**config.mk**
```make
export PLATFORM = sky130hd
export DESIGN_NAME = cde_store
export DESIGN_NICKNAME = d
export VERILOG_FILES = /design/src/rtl/cde_pkg.sv /design/src/rtl/cde_edge.sv /design/src/rtl/cde_store.sv
export SDC_FILE = /design/constraint.sdc
export NUM_CORES = 1
export LEC_CHECK = 0
export BUFFER_PORTS_ARGS = -buffer_cell sky130_fd_sc_hd__buf_4
export CORE_MARGIN = 2
export CORE_UTILIZATION = 54
export DETAILED_ROUTE_END_ITERATION = 7
export GPL_ROUTABILITY_DRIVEN = 0
export PLACE_DENSITY = 0.69
export SYNTH_ARGS = -nofsm -noshare
export SYNTH_HDL_FRONTEND = slang
export SYNTH_SLANG_ARGS = --single-unit
```
**constraint.sdc**
```tcl
create_clock -name sys_clk -period 4.3 [get_ports sys_clk]
set_input_delay 0.645 -clock sys_clk [delete_from_list [all_inputs] [get_ports sys_clk]]
set_output_delay 0.645 -clock sys_clk [all_outputs]
set_load 0.02 [all_outputs]
```
**src/rtl/cde_pkg.sv**
```systemverilog
// Purpose: shared constants and types for the card data store
// Assumes: one 250 MHz clock, bus pins sampled synchronously
// Notes:   offsets, counts and reset values live here only
package cde_pkg;
  // ==========================================================
  // bus addressing
  localparam logic [6:0] CDE_ADDR_ABSENT  = 7'h56;  // card-presence low
  localparam logic [6:0] CDE_ADDR_PRESENT = 7'h57;  // card-presence high
  // ==========================================================
  // storage geometry
  localparam int         CDE_BYTES        = 64;     // usable bytes
  localparam int         CDE_PAGE_BYTES   = 32;     // page size
  localparam logic [15:0] CDE_TOP_ADDR    = 16'h003f; // last valid byte
  localparam logic [7:0] CDE_BLANK        = 8'hff;  // out-of-range read value
  localparam logic [7:0] CDE_MEM_RESET    = 8'hff;  // erased contents
  localparam logic [15:0] CDE_PTR_RESET   = 16'h0000;
  // ==========================================================
  // timing
  localparam int         CDE_CLK_MHZ      = 250;
  localparam int         CDE_TWR_US       = 5;      // internal write cycle
  localparam int         CDE_TWR_CYC      = CDE_TWR_US * CDE_CLK_MHZ;
  localparam int         CDE_FILT_CYC     = 2;      // pin filter depth

  // sampled bus pins
  typedef struct packed {
    logic scl;
    logic sda;
  } cde_pins_t;
endpackage : cde_pkg

```
**src/rtl/cde_edge.sv**
```systemverilog
// Purpose: glitch filter and edge/condition detector for the two bus wires
// Assumes: pins already synchronous to sys_clk
// Notes:   outputs are one-cycle pulses plus filtered levels
module cde_edge
  import cde_pkg::*;
#(
  parameter int DEPTH = CDE_FILT_CYC
) (
  // clock and reset
  input  wire logic      sys_clk,
  input  wire logic      sys_rst,
  // raw pins
  input  cde_pins_t      pins,
  // filtered results
  output cde_pins_t      lvl,
  output logic           scl_rise,
  output logic           scl_fall,
  output logic           start_det,
  output logic           stop_det
);
  // history needs two samples or more to agree on a level
  if (DEPTH < 2 || DEPTH > 8) begin : g_bad_depth
    $error("cde_edge: DEPTH out of range");
  end

  logic [DEPTH-1:0] scl_sh_r;  // scl history
  logic [DEPTH-1:0] sda_sh_r;  // sda history

  // ==========================================================
  // shift history, change level only when history agrees
  always_ff @(posedge sys_clk) begin
    if (sys_rst) begin
      scl_sh_r <= '1;
      sda_sh_r <= '1;
      lvl      <= '{scl: 1'b1, sda: 1'b1};
    end else begin
      scl_sh_r <= {scl_sh_r[DEPTH-2:0], pins.scl};
      sda_sh_r <= {sda_sh_r[DEPTH-2:0], pins.sda};
      if (&scl_sh_r) lvl.scl <= 1'b1;
      else if (~|scl_sh_r) lvl.scl <= 1'b0;
      if (&sda_sh_r) lvl.sda <= 1'b1;
      else if (~|sda_sh_r) lvl.sda <= 1'b0;
    end
  end

  cde_pins_t prev_r;  // level one cycle earlier

  // ==========================================================
  // edge and condition pulses
  always_ff @(posedge sys_clk) begin
    if (sys_rst) begin
      prev_r    <= '{scl: 1'b1, sda: 1'b1};
      scl_rise  <= 1'b0;
      scl_fall  <= 1'b0;
      start_det <= 1'b0;
      stop_det  <= 1'b0;
    end else begin
      prev_r    <= lvl;
      scl_rise  <= lvl.scl & ~prev_r.scl;
      scl_fall  <= ~lvl.scl & prev_r.scl;
      // sda moving while scl high marks start/stop
      start_det <= lvl.scl & prev_r.scl & prev_r.sda & ~lvl.sda;
      stop_det  <= lvl.scl & prev_r.scl & ~prev_r.sda & lvl.sda;
    end
  end
endmodule : cde_edge

```
**src/rtl/cde_store.sv**
```systemverilog
// Purpose: two-wire bus target holding 64 bytes in two 32-byte pages
// Assumes: master drives scl, pins synchronous to sys_clk
// Notes:   sys_rst is the chip reset, not the slot reset
// Behaviour
// - presence level picks one of two addresses
// - storage is two readable writable 32-byte pages
// - slot reset never blocks the store
// - 64 bytes from address zero upward
// - reads above top return all ones
// - writes above top dropped, still acknowledged
// - write pointer wraps inside its page
// - sequential reads any start, any length
module cde_store
  import cde_pkg::*;
#(
  parameter int BYTES    = CDE_BYTES,
  parameter int PAGE     = CDE_PAGE_BYTES,
  parameter int TWR_CYC  = CDE_TWR_CYC
) (
  // clock and reset
  input  wire logic sys_clk,
  input  wire logic sys_rst,
  // card side
  input  wire logic card_present,
  input  wire logic slot_enable_low,
  // bus pins
  input  wire logic scl_i,
  input  wire logic sda_i,
  output logic      sda_o,
  output logic      sda_oe,
  // status
  output logic      busy,
  output logic      if_enable
);
  // refuse geometries that the index slicing cannot serve
  if (BYTES != 2 * PAGE) begin : g_bad_pages
    $error("cde_store: need exactly two pages");
  end
  // page must be a power of two for the in-page wrap
  if (PAGE < 2 || PAGE > 128 || (PAGE & (PAGE - 1)) != 0) begin : g_bad_page
    $error("cde_store: page size unsupported");
  end
  if (TWR_CYC < 1) begin : g_bad_twr
    $error("cde_store: write time too small");
  end

  localparam int AW = $clog2(BYTES);  // stored index width
  localparam int PW = $clog2(PAGE);   // in-page width

  typedef enum logic [3:0] {
    ST_IDLE, ST_DEV, ST_DEV_ACK, ST_AHI, ST_AHI_ACK, ST_ALO, ST_ALO_ACK,
    ST_WDATA, ST_WACK, ST_RDATA, ST_RACK, ST_SKIP
  } cde_state_t;

  // ==========================================================
  // helpers
  function automatic logic in_range(input logic [15:0] a);
    // top follows the size parameter, so smaller stores never alias
    return a <= 16'(BYTES - 1);
  endfunction : in_range

  function automatic logic [15:0] page_wrap(input logic [15:0] a);
    // keep page bits, step within page
    logic [15:0] r;
    r = a;
    r[PW-1:0] = a[PW-1:0] + 1'b1;
    return r;
  endfunction : page_wrap

  // ==========================================================
  // pin conditioning
  cde_pins_t pins_in;    // raw pins as one carrier
  cde_pins_t lvl;
  assign pins_in = '{scl: scl_i, sda: sda_i};
  logic      scl_rise;
  logic      scl_fall;
  logic      start_det;
  logic      stop_det;

  cde_edge u_edge (
    .sys_clk   (sys_clk),
    .sys_rst   (sys_rst),
    .pins      (pins_in),
    .lvl       (lvl),
    .scl_rise  (scl_rise),
    .scl_fall  (scl_fall),
    .start_det (start_det),
    .stop_det  (stop_det)
  );

  cde_state_t  st_r;         // bus state
  logic [7:0]  sh_r;         // shift register
  logic [3:0]  bit_r;        // bit count in byte
  logic [15:0] ptr_r;        // memory pointer
  logic        rd_r;         // read direction
  logic        wpend_r;      // write data taken since start
  logic [7:0]  mem_r [BYTES];  // storage flip-flops
  logic [$clog2(TWR_CYC+1)-1:0] twr_r;  // write cycle countdown
  logic        ack_r;        // pull sda low
  logic [6:0]  my_addr;      // selected target address

  // presence selects target address
  assign my_addr = card_present ? CDE_ADDR_PRESENT : CDE_ADDR_ABSENT;

  // ==========================================================
  // bus state machine; slot reset is not an input here
  always_ff @(posedge sys_clk) begin
    if (sys_rst) begin
      st_r    <= ST_IDLE;
      sh_r    <= 8'h00;
      bit_r   <= 4'h0;
      ptr_r   <= CDE_PTR_RESET;
      rd_r    <= 1'b0;
      wpend_r <= 1'b0;
      ack_r   <= 1'b0;
    end else if (start_det) begin
      st_r  <= ST_DEV;
      bit_r <= 4'h0;
      ack_r <= 1'b0;
      wpend_r <= 1'b0;
    end else if (stop_det) begin
      st_r  <= ST_IDLE;
      ack_r <= 1'b0;
    end else begin
      case (st_r)
        ST_IDLE: ;  // wait for start
        ST_DEV, ST_AHI, ST_ALO, ST_WDATA: begin
          if (scl_rise) begin
            sh_r  <= {sh_r[6:0], lvl.sda};
            bit_r <= bit_r + 4'h1;
          end else if (scl_fall && bit_r == 4'h8) begin
            bit_r <= 4'h0;
            case (st_r)
              ST_DEV: begin
                // match and not busy gives ack
                if (sh_r[7:1] == my_addr && twr_r == '0) begin
                  ack_r <= 1'b1;
                  rd_r  <= sh_r[0];
                  st_r  <= ST_DEV_ACK;
                end else begin
                  st_r <= ST_SKIP;
                end
              end
              ST_AHI: begin
                // high byte kept whole for range decode
                ptr_r[15:8] <= sh_r;
                ack_r       <= 1'b1;
                st_r        <= ST_AHI_ACK;
              end
              ST_ALO: begin
                ptr_r[7:0] <= sh_r;
                ack_r      <= 1'b1;
                st_r       <= ST_ALO_ACK;
              end
              default: begin
                // data byte; out of range dropped silently
                ack_r   <= 1'b1;
                wpend_r <= 1'b1;
                st_r    <= ST_WACK;
              end
            endcase
          end
        end
        ST_DEV_ACK, ST_AHI_ACK, ST_ALO_ACK, ST_WACK: begin
          if (scl_fall) begin
            ack_r <= 1'b0;
            case (st_r)
              ST_DEV_ACK: st_r <= rd_r ? ST_RDATA : ST_AHI;
              ST_AHI_ACK: st_r <= ST_ALO;
              ST_ALO_ACK: st_r <= ST_WDATA;
              default: begin
                // step within page only
                ptr_r <= page_wrap(ptr_r);
                st_r  <= ST_WDATA;
              end
            endcase
          end
        end
        ST_RDATA: begin
          // first bit was loaded on entry; shift on each fall
          if (scl_fall) begin
            bit_r <= bit_r + 4'h1;
            if (bit_r == 4'h7) st_r <= ST_RACK;
          end
        end
        ST_RACK: begin
          if (scl_rise) begin
            // master nack ends the read, ack continues
            st_r  <= lvl.sda ? ST_SKIP : ST_RACK;
            ptr_r <= ptr_r + 16'h0001;
          end else if (scl_fall) begin
            bit_r <= 4'h0;
            st_r  <= ST_RDATA;
          end
        end
        ST_SKIP: ;  // ignore until start or stop
        default: st_r <= ST_IDLE;
      endcase
    end
  end

  // ==========================================================
  // read data byte, all ones above the top
  logic [7:0] rd_byte;
  assign rd_byte = in_range(ptr_r) ? mem_r[ptr_r[AW-1:0]] : CDE_BLANK;

  // ==========================================================
  // sda drive: ack low, or read data bits msb first
  always_ff @(posedge sys_clk) begin
    if (sys_rst) begin
      sda_o  <= 1'b0;
      sda_oe <= 1'b0;
    end else begin
      sda_o <= 1'b0;
      if (st_r == ST_RDATA && !start_det && !stop_det) begin
        // open drain: enable only for a zero bit
        sda_oe <= ~rd_byte[3'd7 - bit_r[2:0]];
      end else begin
        sda_oe <= ack_r;
      end
    end
  end

  // ==========================================================
  // storage writes: commit on each acked in-range data byte
  always_ff @(posedge sys_clk) begin
    if (sys_rst) begin
      for (int i = 0; i < BYTES; i++) mem_r[i] <= CDE_MEM_RESET;
    end else if (st_r == ST_WDATA && scl_fall && bit_r == 4'h8 && !start_det && !stop_det) begin
      if (in_range(ptr_r)) mem_r[ptr_r[AW-1:0]] <= sh_r;
    end
  end

  // ==========================================================
  // write cycle timer starts at stop after written data
  always_ff @(posedge sys_clk) begin
    if (sys_rst) begin
      twr_r <= '0;
    end else if (stop_det && wpend_r && !rd_r) begin
      twr_r <= ($clog2(TWR_CYC+1))'(TWR_CYC);
    end else if (twr_r != '0) begin
      twr_r <= twr_r - 1'b1;
    end
  end

  // ==========================================================
  // status outputs; if_enable follows slot enable, other paths ignore it
  always_ff @(posedge sys_clk) begin
    if (sys_rst) begin
      busy      <= 1'b0;
      if_enable <= 1'b0;
    end else begin
      busy      <= (twr_r != '0);
      if_enable <= ~slot_enable_low;
    end
  end
endmodule : cde_store

```
==> impl_metrics.env <==
export IMPL_holdBufCountCts=0
export IMPL_synth_ff_type="edfxtp_1"
export IMPL_initial_core_util=0.547
export IMPL_cts_buffer_depth=3
export IMPL_status="finished clean"
export IMPL_clkSlewWorstSetupHoldPaths_ps=60
export IMPL_slowest_delay_ps=1170
export IMPL_crit_chain="nor2b_1 > and3_1 > nand3_1 > nor2_2 > nand2_1 > o21ai_0"
export IMPL_finalCritPeriodShare=0.987
export IMPL_post_cts_buffers=0
export IMPL_die_h_um=229
export IMPL_layout_drive_gt1_share=0.163
export IMPL_layout_common_cells="516 x or3_1, 512 x edfxtp_1, 150 x buf_4"
export IMPL_firstDrtPassIters=6
export IMPL_p_sw_mw=2.72
export IMPL_synth_enable_flop_cells=512
export IMPL_cts_resized=0
export IMPL_synth_warnings=0
export IMPL_fill_cells=3936
export IMPL_setup_tns_final_ps=0
export IMPL_avgRoutedWirePerCell_um=28.0
export IMPL_rsz0062_at_grt="no"
export IMPL_ff2ff_setup_slack_ps=60
export IMPL_finalMaxSlewViolations=0
export IMPL_critPathCapture="mem_r[40][4]"
export IMPL_internal_power_mw=9.70
export IMPL_max_slew_margin_rel=0.131
export IMPL_synth_cells=2204
export IMPL_grt_max_degree=70
export IMPL_finalPower_mw=12.4
export IMPL_pre_cts_slack_ps=350
export IMPL_port_buffers=8
export IMPL_hold_class="in2reg"
export IMPL_numClockSinks=573
export IMPL_clockPowerShare=0.418
export IMPL_worst_path_max_delay_cell="o21ai_0"
export IMPL_setup_viol=0
export IMPL_start_kind="flop"
export IMPL_finish_instance_area_um2=30300
export IMPL_cellLeakagePower_nw=9.43
export IMPL_hold_worst_slack_ps=174
export IMPL_max_freq_ghz=0.236
export IMPL_dpl_cell_area_um2=28400
export IMPL_dieArea_um2=52500
export IMPL_clkLatencyLatePin_ps=640
export IMPL_ant_nets=0
export IMPL_finalHoldViolCount=0
export IMPL_htree_num_levels=2
export IMPL_rr_endpoint="mem_r[40][4]"
export IMPL_ys_types=88
export IMPL_setup_slack_ps=55.3
export IMPL_p_sw_frac=0.219
export IMPL_p_per_area_nw_per_um2=410
export IMPL_cts_root_buffer="clkbuf_16"
export IMPL_grt_pass1_vias=19000
export IMPL_ir_worst_vdd_mv=0.316
export IMPL_vias=19500
export IMPL_hpwlAfterDp_um=49600
export IMPL_drc=0
export IMPL_reg2reg_depth=6
export IMPL_cts_tree="yes"
export IMPL_p_seq_frac=0.520
export IMPL_endpoint_kind="flop"
export IMPL_criticalPathCategory="reg2reg"
export IMPL_finalCriticalPeriod_ps=4240
export IMPL_num_rows=82
export IMPL_dp_cells=2761
export IMPL_tightest_slew_ps=1290
export IMPL_worstReg2RegStart="st_r[0]"
export IMPL_grt_pass1_wl_um=122000
export IMPL_maxCapViolations=0
export IMPL_comb_power_share=0.062
export IMPL_wirelength_um=80300
export IMPL_syn_num_nets=2215
export IMPL_final_core_utilization=0.606
export IMPL_cp_max_fo=18
export IMPL_n_antenna_cell=0
export IMPL_cp_required_ps=4540
export IMPL_skew_ps=23.2
export IMPL_area_growth_pct=10.7
export IMPL_vias_per_cell=6.81
export IMPL_fin_cells=2870
export IMPL_cp_startpoint="st_r[0]"
export IMPL_coreArea_um2=50100
export IMPL_syn_area_um2=27400
export IMPL_synth_seq_cells=573
export IMPL_drt_iter0_drc=2913
export IMPL_grt_usage=0.307
export IMPL_final_common_cell="or3_1"
export IMPL_yosysSeqAreaShare=0.606
export IMPL_fp_dieW_um=229
export IMPL_synthArstFlopShare=0
export IMPL_critPathArrivalTime_ps=4490
export IMPL_num_io_pins=10
export IMPL_synthesis_area_per_instance_um2=12.4
export IMPL_nets=2163
export IMPL_grt_ovfl_total=0
export IMPL_antenna_found_initial=1
export IMPL_cts_buffers=61
## critical path, delay by kind of cell (launching register included)
kind	cells	cell delay (ps)
AOI/OAI and AO/OA	1	1170
DFF	1	570
and+or+nand+nor	5	2110
## kinds of logic after synthesis
group           count (synthesis)  share of synthesized area
mux                           147                     0.0766
compound gates                367                     0.0928
simple gates                  813                      0.174
xor+xnor                       13                    0.00416
flops                         573                      0.606
other cells                     1                   0.000137
buf+inv                       285                     0.0440
fa+ha+maj                       5                    0.00228
## Yosys cell counts, types with 10 or more instances
master	n	area, um2
o22ai_1	15	93.8
or3_1	516	3230
nand3b_1	10	75.1
mux4_2	45	1010
inv_1	14	52.6
dfxtp_1	61	1220
clkbuf_1	217	815
edfxtp_1	512	15400
a22oi_1	31	233
and3_1	12	75.1
a211oi_1	10	75.1
mux2i_1	64	641
o21ai_0	103	515
o2bb2ai_1	15	131
a31oi_1	14	87.6
a221oi_1	41	359
nor2b_1	11	68.8
buf_2	34	170
mux2_2	33	372
nand3_1	22	110
nand2_1	76	285
nor3_1	26	130
a221o_1	11	110
nor2_1	72	270
a22o_1	11	96.3
a21oi_1	49	245
## flip-flops by register name, indices dropped and copies added (netlist names), 2 cells and up
signal and flops:
mem_r 512, sh_r 8, ptr_r 16, twr_r 11
u_edge.lvl 2, u_edge.prev_r 2, u_edge.sda_sh_r 2, st_r 4
bit_r 4, u_edge.scl_sh_r 2
## power groups by stage
stage          Sequential, mW  Clock (mW)  Combinational (mW)
6_report                 6.46        5.19               0.768
5_1_grt                  6.49        5.46               0.830
4_1_cts                  6.46        5.22               0.761
3_5_place_dp             6.57           0               0.756
3_3_place_gp             6.56           0               0.733
2_1_floorplan            6.53           0               0.522
## area by class of cell
class,count,area (um2),area share
Multi-Input combinational cell,1346,9610,0.317
Sequential cell,573,16600,0.549
Timing Repair Buffer,156,1250,0.0411
Inverter,14,52.6,0.00173
Clock buffer,87,1690,0.0556
Clock inverter,22,253,0.00834
Tap cell,672,841,0.0277
## how the worst min path moves through the flow
stage / from / to / slack (ps) / depth (start not counted)
final: slot_enable_low / if_enable / 170 / 2
after detailed placement: u_edge.prev_r[0] / u_edge.stop_det / 410 / 1
after CTS: slot_enable_low / if_enable / 150 / 2
after global placement: u_edge.prev_r[0] / u_edge.stop_det / 410 / 1
after global routing: slot_enable_low / if_enable / 180 / 2
after floorplan: u_edge.prev_r[0] / u_edge.stop_det / 390 / 1
## layer usage
layer | global-route usage | wire length [um] | share of wire
met3 | 0.0621 | 9030 | 0.11
met4 | 0.137 | 3780 | 0.047
met1 | 0.420 | 30700 | 0.38
met2 | 0.478 | 36800 | 0.46
met5 | 0 | 13 | 0.00016
Power figures use the tool's default switching activity.
